$ cat src/pb_reset_pkg.sv
// Constants for the pushbutton and power-fail reset supervisor
package pb_reset_pkg;
  // Core clock period in picoseconds (125 MHz)
  localparam int unsigned CLK_PERIOD_PS = 8000;
  // Reset active time and pushbutton debounce, in milliseconds
  localparam int unsigned RESET_ACTIVE_MS = 250;
  localparam int unsigned BUTTON_DEBOUNCE_MS = 250;
  // Power-up recovery delay, in milliseconds
  localparam int unsigned RECOVERY_MS = 250;
  // Cycle counts derived from the times (least times, rounded up)
  localparam int unsigned PS_PER_MS = 1000000000;
  localparam longint unsigned RESET_ACTIVE_CYC =
    (64'(RESET_ACTIVE_MS) * PS_PER_MS + CLK_PERIOD_PS - 1) / CLK_PERIOD_PS;
  localparam longint unsigned DEBOUNCE_CYC =
    (64'(BUTTON_DEBOUNCE_MS) * PS_PER_MS + CLK_PERIOD_PS - 1) / CLK_PERIOD_PS;
  localparam longint unsigned RECOVERY_CYC =
    (64'(RECOVERY_MS) * PS_PER_MS + CLK_PERIOD_PS - 1) / CLK_PERIOD_PS;
  // Counter width for the long delays
  localparam int unsigned CNT_W = 32;
  // Supervisor states
  typedef enum logic [1:0] {
    ST_RUN,
    ST_HOLD_FAIL,
    ST_HOLD_RECOVER,
    ST_HOLD_BUTTON
  } sup_state_t;
endpackage

$ cat src/pb_reset.sv
// Pushbutton debounce and power-fail reset supervisor on an open-drain pin
`timescale 1ns/1ps
module pb_reset #(
  parameter longint unsigned RESET_CYC = pb_reset_pkg::RESET_ACTIVE_CYC,
  parameter longint unsigned DEBOUNCE_CYCLES = pb_reset_pkg::DEBOUNCE_CYC,
  parameter longint unsigned RECOVERY_CYCLES = pb_reset_pkg::RECOVERY_CYC
) (
  input wire logic core_clk,
  input wire logic nrst,
  input wire logic clk_en,
  input wire logic power_fail,
  input wire logic osc_disable_bit,
  input wire logic osc_running,
  input wire logic rst_pin_in,
  output logic rst_pin_out,
  output logic rst_pin_oe,
  output logic reset_active
);
  import pb_reset_pkg::*;

  // Elaboration check on the delay counts; counters are CNT_W bits wide.
  // Our own release echoes low on the pin for three cycles, so a shorter
  // debounce would mistake that echo for a press.
  if (RESET_CYC < 64'h1 || DEBOUNCE_CYCLES < 64'h5 || RECOVERY_CYCLES < 64'h1 ||
      RESET_CYC > 64'h100000000 || DEBOUNCE_CYCLES > 64'h100000000 ||
      RECOVERY_CYCLES > 64'h100000000) begin : g_bad_counts
    $error("pb_reset: delay counts out of range");
  end

  localparam logic [CNT_W-1:0] RST_LAST = CNT_W'(RESET_CYC - 1);
  localparam logic [CNT_W-1:0] DEB_LAST = CNT_W'(DEBOUNCE_CYCLES - 1);
  localparam logic [CNT_W-1:0] REC_LAST = CNT_W'(RECOVERY_CYCLES - 1);

  // ==========================================================
  // Input synchronisers
  logic [1:0] pin_sync_reg;
  logic [1:0] fail_sync_reg;
  logic [1:0] osc_sync_reg;
  logic [1:0] dis_sync_reg;

  // Two flops on every outside input except nrst and clk_en
  // Presets keep power fail asserted, so the pin stays low after nrst
  always_ff @(posedge core_clk or negedge nrst) begin
    if (!nrst) begin
      pin_sync_reg <= 2'h3;
      fail_sync_reg <= 2'h3;
      osc_sync_reg <= 2'h0;
      dis_sync_reg <= 2'h0;
    end else if (clk_en) begin
      pin_sync_reg <= {pin_sync_reg[0], rst_pin_in};
      fail_sync_reg <= {fail_sync_reg[0], power_fail};
      osc_sync_reg <= {osc_sync_reg[0], osc_running};
      dis_sync_reg <= {dis_sync_reg[0], osc_disable_bit};
    end
  end

  logic pin_low;
  logic fail_s;
  logic osc_ok;
  logic osc_off;
  assign pin_low = !pin_sync_reg[1];
  assign fail_s = fail_sync_reg[1];
  assign osc_off = dis_sync_reg[1];
  assign osc_ok = osc_sync_reg[1] && !osc_off;

  // ==========================================================
  // Pushbutton debounce
  logic [CNT_W-1:0] deb_cnt_reg;
  logic button_req;
  sup_state_t state_reg;

  // Count while pin is low from outside; restart on any high sample
  // Own release echoes low for three cycles; the counter restarts after it
  always_ff @(posedge core_clk or negedge nrst) begin
    if (!nrst) begin
      deb_cnt_reg <= '0;
    end else if (clk_en) begin
      if (!pin_low || state_reg != ST_RUN) begin
        deb_cnt_reg <= '0;
      end else if (deb_cnt_reg != DEB_LAST) begin
        deb_cnt_reg <= deb_cnt_reg + 1'b1;
      end
    end
  end

  // Request once stable low for the whole debounce interval
  assign button_req = pin_low && (deb_cnt_reg == DEB_LAST) && (state_reg == ST_RUN);

  // ==========================================================
  // Supervisor state machine
  logic [CNT_W-1:0] hold_cnt_reg;

  always_ff @(posedge core_clk or negedge nrst) begin
    if (!nrst) begin
      state_reg <= ST_HOLD_FAIL;
      hold_cnt_reg <= '0;
    end else if (clk_en) begin
      if (fail_s) begin
        state_reg <= ST_HOLD_FAIL;
        hold_cnt_reg <= '0;
      end else begin
        case (state_reg)
          ST_RUN: begin
            if (button_req) begin
              state_reg <= ST_HOLD_BUTTON;
              hold_cnt_reg <= '0;
            end
          end
          ST_HOLD_FAIL: begin
            hold_cnt_reg <= '0;
            if (osc_off) begin
              state_reg <= ST_RUN;
            end else begin
              state_reg <= ST_HOLD_RECOVER;
            end
          end
          ST_HOLD_RECOVER: begin
            if (osc_off) begin
              state_reg <= ST_RUN;
            end else if (osc_ok) begin
              // Delay runs only while oscillator runs
              // Release once both the recovery and reset active times are met
              if (hold_cnt_reg >= REC_LAST && hold_cnt_reg >= RST_LAST) begin
                state_reg <= ST_RUN;
              end else begin
                hold_cnt_reg <= hold_cnt_reg + 1'b1;
              end
            end
          end
          ST_HOLD_BUTTON: begin
            if (hold_cnt_reg == RST_LAST) begin
              state_reg <= ST_RUN;
            end else begin
              hold_cnt_reg <= hold_cnt_reg + 1'b1;
            end
          end
          default: begin
            state_reg <= ST_HOLD_FAIL;
          end
        endcase
      end
    end
  end

  // ==========================================================
  // Open-drain pin drive; output is always low, enable pulls it
  logic drive_reg;
  // Pull drops at once when the disable bit appears during recovery
  always_ff @(posedge core_clk or negedge nrst) begin
    if (!nrst) begin
      drive_reg <= 1'b1;
    end else if (clk_en) begin
      drive_reg <= fail_s || ((state_reg != ST_RUN) && !(state_reg == ST_HOLD_RECOVER
                   && osc_off)) || button_req;
    end
  end
  assign rst_pin_out = 1'b0;
  assign rst_pin_oe = drive_reg;
  // Status only; follows our own pull (drive_reg), not the pin level
  assign reset_active = drive_reg;

  // ==========================================================
  // Checks
  // Checks on state advance are gated by clk_en, since a low enable freezes all
  fail_pulls_a: assert property (@(posedge core_clk) disable iff (!nrst)
    clk_en && fail_s |=> rst_pin_oe)
    else $error("power fail did not pull reset low");
  disable_release_a: assert property (@(posedge core_clk) disable iff (!nrst)
    clk_en && state_reg == ST_HOLD_RECOVER && osc_off && !fail_s |=> state_reg == ST_RUN)
    else $error("oscillator disable did not skip recovery");
  recover_hold_a: assert property (@(posedge core_clk) disable iff (!nrst)
    clk_en && state_reg == ST_HOLD_RECOVER && !osc_ok && !osc_off && !fail_s
    |=> $stable(hold_cnt_reg) && state_reg == ST_HOLD_RECOVER)
    else $error("recovery delay advanced without oscillator");
  button_hold_a: assert property (@(posedge core_clk) disable iff (!nrst)
    state_reg == ST_HOLD_BUTTON |-> rst_pin_oe || $past(state_reg) != ST_HOLD_BUTTON)
    else $error("button hold released pin early");
  debounce_gate_a: assert property (@(posedge core_clk) disable iff (!nrst)
    clk_en && state_reg == ST_RUN && !button_req && !fail_s |=> state_reg == ST_RUN)
    else $error("reset entered without debounced request");
  pin_low_only_a: assert property (@(posedge core_clk) disable iff (!nrst)
    rst_pin_out == 1'b0)
    else $error("open-drain pin driven high");
  fail_state_a: assert property (@(posedge core_clk) disable iff (!nrst)
    clk_en && fail_s |=> state_reg == ST_HOLD_FAIL)
    else $error("power fail not tracked");
  release_after_a: assert property (@(posedge core_clk) disable iff (!nrst)
    clk_en && state_reg == ST_HOLD_BUTTON && hold_cnt_reg == RST_LAST && !fail_s
    |=> state_reg == ST_RUN)
    else $error("hold did not end at reset active time");
  skip_fail_a: assert property (@(posedge core_clk) disable iff (!nrst)
    clk_en && state_reg == ST_HOLD_FAIL && osc_off && !fail_s |=> state_reg == ST_RUN)
    else $error("oscillator disable did not skip hold");
  recover_release_a: assert property (@(posedge core_clk) disable iff (!nrst)
    clk_en && state_reg == ST_HOLD_RECOVER && osc_ok && !fail_s &&
    hold_cnt_reg >= REC_LAST && hold_cnt_reg >= RST_LAST |=> state_reg == ST_RUN)
    else $error("recovery hold did not end");
  button_start_a: assert property (@(posedge core_clk) disable iff (!nrst)
    clk_en && button_req && !fail_s |=> state_reg == ST_HOLD_BUTTON && rst_pin_oe)
    else $error("debounced press did not pull reset low");
  freeze_state_a: assert property (@(posedge core_clk) disable iff (!nrst)
    !clk_en |=> $stable(state_reg) && $stable(hold_cnt_reg) && $stable(drive_reg))
    else $error("state moved while clock enable low");

  // ==========================================================
  // Covers
  cov_fail_c: cover property (@(posedge core_clk) disable iff (!nrst)
    state_reg == ST_HOLD_RECOVER ##1 state_reg == ST_RUN);
  cov_button_c: cover property (@(posedge core_clk) disable iff (!nrst)
    state_reg == ST_HOLD_BUTTON ##1 state_reg == ST_RUN);
  cov_skip_c: cover property (@(posedge core_clk) disable iff (!nrst)
    state_reg == ST_HOLD_FAIL && osc_off ##1 state_reg == ST_RUN);
  cov_late_skip_c: cover property (@(posedge core_clk) disable iff (!nrst)
    state_reg == ST_HOLD_RECOVER && osc_off ##1 state_reg == ST_RUN);
  cov_freeze_c: cover property (@(posedge core_clk) disable iff (!nrst)
    state_reg == ST_HOLD_BUTTON && !clk_en);
endmodule

$ cat config.mk
export PLATFORM = sky130hd
export DESIGN_NAME = pb_reset
export DESIGN_NICKNAME = d
export VERILOG_FILES = /design/src/pb_reset_pkg.sv /design/src/pb_reset.sv
export SDC_FILE = /design/constraint.sdc
export NUM_CORES = 1
export LEC_CHECK = 0
export ABC_AREA = 1
export BUFFER_PORTS_ARGS = -buffer_cell sky130_fd_sc_hd__buf_2
export CORE_ASPECT_RATIO = 1.4
export CORE_UTILIZATION = 30
export DETAILED_ROUTE_END_ITERATION = 7
export HOLD_SLACK_MARGIN = 0.08
export PLACE_DENSITY = 0.48
export RECOVER_POWER = 100
export SLEW_MARGIN = 20
export SYNTH_ARGS = -nofsm -noshare
export SYNTH_HDL_FRONTEND = slang
export SYNTH_SLANG_ARGS = --single-unit
$ cat constraint.sdc
create_clock -name core_clk -period 5.28 [get_ports core_clk]
set_input_delay 1.056 -clock core_clk [delete_from_list [all_inputs] [get_ports core_clk]]
set_output_delay 1.056 -clock core_clk [all_outputs]
set_load 0.05 [all_outputs]
==> results_dict.tcl <==
set metrics [dict create \
    status "finished clean" \
    p_sw_share_pct 33.9 \
    htreeDepth 3 \
    final_cell_mix "282 x nand2_1, 129 x nor2_1, 87 x inv_1" \
    first_pass_iters 5 \
    path_delay_family "simple AND/OR/NAND/NOR gates" \
    synth_edf_count 0 \
    wl_per_cell_um 14.7 \
    multi_input_area_um2 2820 \
    area_growth_pct 9.29 \
    path_cells "ha_1 -> nand3_1 -> nor2_1 -> nand2_1 -> nor2_1 -> nand2_1 -> nand2_1 -> inv_1 -> nand2_1 -> o21ai_0 -> a21oi_1" \
    grt.total_usage_pct 18.3 \
    dp_hpwl_um 10900 \
    port_buffers 8 \
    grt_max_degree 76 \
    worstSkewPairLatency_ps 350 \
    critPathSlowestCell "nand2_1" \
    antenna_found_initial 0 \
    dpl_cell_area_um2 5350 \
    ioPinCount 10 \
    cts.path.max_buffers 2 \
    ys_ff_latch 75 \
    register_area_um2 1880 \
    synth_area_um2 5180 \
    numCtsBuffers 9 \
    pwr-share-comb_pct 18.6 \
    critical-path-max-stage-delay_ps 800 \
    tightest_slew_ps 1130 \
    cp_common_cell "nand2_1" \
    ant_nets 0 \
    postLayoutCellArea_um2 5660 \
    finalNetCount 825 \
    seqPwrFrac_pct 39.2 \
    grt_first_pass_wirelength_um 25100 \
    drive_gt1_share_pct 4.63 \
    start_kind "register" \
    cts_setup_buffers 0 \
    p_sw_mw 0.559 \
    synthCells 818 \
    viasPerCell 4.85 \
    fillers 1904 \
    min_period_over_period_pct 68.7 \
    tns_ps 0 \
    cp-end-kind "register" \
    power.density_nw_per_um2 291 \
    antennaDiodeCount 0 \
    syn_nets 827 \
    drv_slew 0 \
    drt-initial-drc-count 218 \
    die_x_um 113 \
    num_vias 4971 \
    setup_viol_count_final 0 \
    setup_ws_ps 1650 \
    critPathBufInv 1 \
    postSynthAreaPerCell_um2 6.34 \
    post-route-min-period_ps 3630 \
    synthArstFlopShare_pct 100 \
    crit_required_ps 5560 \
    synth-seq-area-share_pct 36.4 \
    cts_root_buffer "clkbuf_16" \
    clkPwrFrac_pct 42.2 \
    synthFlopType "dfrtp_1" \
    ys_types 39 \
    cp_max_fo 33 \
    coreArea_um2 16800 \
    first_global_vias 4980 \
    maxCapViolations 0 \
    clk_pin_slew_ps 70 \
    place_congestion 0.873 \
    wl_um 15100 \
    ir_drop_mv 0.155 \
    slew_headroom_pct 24.2 \
    drc_errors 0 \
    dp_slack_ps 2170 \
    dieHeight_um 158 \
    p_int_mw 1.09 \
    overflow 0 \
    final_common_cell "nand2_1" \
    clock_skew_ps 6.22 \
    cts_resized 0 \
    min_path_type "reg2reg" \
    fmax_mhz 276 \
    dieArea_um2 17800 \
    worst_ep_arrival_time_ps 3900 \
    yosys_warnings 0 \
    leakage_nw 2.41 \
    cts-hold-fix-buffers 0 \
    cts_tree "built" \
    finalHoldViolCount 0 \
    crit_type "reg2reg" \
    start_util_pct 30.8 \
    cts.sinks 75 \
    grt_setup_unrepaired "false" \
    row_count 56 \
]
[worst paths after layout]
| kind | start | endpoint | slack (ps) | cells past startpoint |
|---|---|---|---|---|
| setup reg to reg | deb_cnt_reg[1]$_DFFE_PN0P_ | deb_cnt_reg[6]$_DFFE_PN0P_ | 1650 | 11 |
| hold / removal | fail_sync_reg[0]$_DFFE_PN1P_ | fail_sync_reg[0]$_DFFE_PN1P_ | 470 | 2 |
| hold reg to reg | fail_sync_reg[0]$_DFFE_PN1P_ | fail_sync_reg[0]$_DFFE_PN1P_ | 470 | 2 |
| max in group asynchronous | nrst | hold_cnt_reg[14]$_DFFE_PN0P_ | 4010 | 1 |
| setup / recovery | deb_cnt_reg[1]$_DFFE_PN0P_ | deb_cnt_reg[6]$_DFFE_PN0P_ | 1650 | 11 |
| min in group asynchronous | nrst | hold_cnt_reg[12]$_DFFE_PN0P_ | 720 | 1 |
[per-layer routing]
layer / wire (um) / track usage, % / vias up
li1: - / - / 2590
met4: 584 / 10.3 / 0
met1: 6280 / 19.8 / 2297
met3: 240 / 1.69 / 33
met5: 0 / 0 / -
met2: 7960 / 34.6 / 51
[final cells by class]
class | instances | area share, %
clock buffer | 9 | 3.98
clock inverter | 7 | 1.79
timing repair buffer | 8 | 0.751
multi-input combinational | 633 | 49.8
sequential | 75 | 33.3
inverter | 89 | 5.90
tap | 203 | 4.48
[Yosys cell counts (2+ instances only)]
| master | n | area share (%) |
|---|---|---|
| nand2_2 | 5 | 0.60 |
| dfrtp_1 | 69 | 33 |
| nand3b_1 | 5 | 0.72 |
| nor3_1 | 24 | 2.3 |
| xnor2_1 | 3 | 0.51 |
| o31ai_1 | 6 | 0.87 |
| nor4_1 | 2 | 0.24 |
| nand4_1 | 17 | 2.1 |
| ha_1 | 2 | 0.48 |
| inv_2 | 3 | 0.22 |
| xor2_1 | 10 | 1.7 |
| a21oi_1 | 21 | 2.0 |
| nand3_1 | 78 | 7.5 |
| nor2_1 | 128 | 9.3 |
| nand2_1 | 279 | 20 |
| inv_1 | 86 | 6.2 |
| o21ai_0 | 35 | 3.4 |
| clkbuf_1 | 5 | 0.36 |
| buf_4 | 2 | 0.29 |
| dfstp_2 | 6 | 3.0 |
| buf_2 | 9 | 0.87 |
| buf_6 | 4 | 0.87 |
| nor2_4 | 3 | 0.65 |
[worst min-delay path, cell delays in order, from the launching register on]
cell and delay, ps:
dfstp_2 370, nand2_1 50, nand2_1 50
[power groups by stage]
stage,logic (mW),registers [mW],clock network (mW)
3_3_place_gp,0.318,0.657,0
3_5_place_dp,0.319,0.657,0
2_1_floorplan,0.260,0.649,0
5_1_grt,0.349,0.651,0.734
6_report,0.307,0.645,0.695
4_1_cts,0.320,0.646,0.712
[per-stage QoR]
| stage | std cells | total power [mW] | hold slack [ps] | util, % |
|---|---|---|---|---|
| after floorplan | 818 | 0.910 | 442 | - |
| after global placement | 1008 | 0.976 | 462 | 31.8 |
| after detailed placement | 1008 | 0.976 | 460 | 31.8 |
| after CTS | 1024 | 1.68 | 471 | 33.8 |
| after global routing | 1024 | 1.73 | 484 | 33.7 |
| final | 1024 | 1.65 | 470 | 33.7 |
[cell families after synthesis]
logic type / count (synthesis) / share of synthesized area [%]
AND/OR/NAND/NOR: 548 / 44.6
adder cells (fa/ha/maj): 2 / 0.483
buffers and inverters: 110 / 8.91
XOR/XNOR: 13 / 2.20
other: 1 / 0.0724
flip-flops: 75 / 36.4
AO/OA/AOI/OAI: 69 / 7.34
Power figures use the tool's default switching activity.
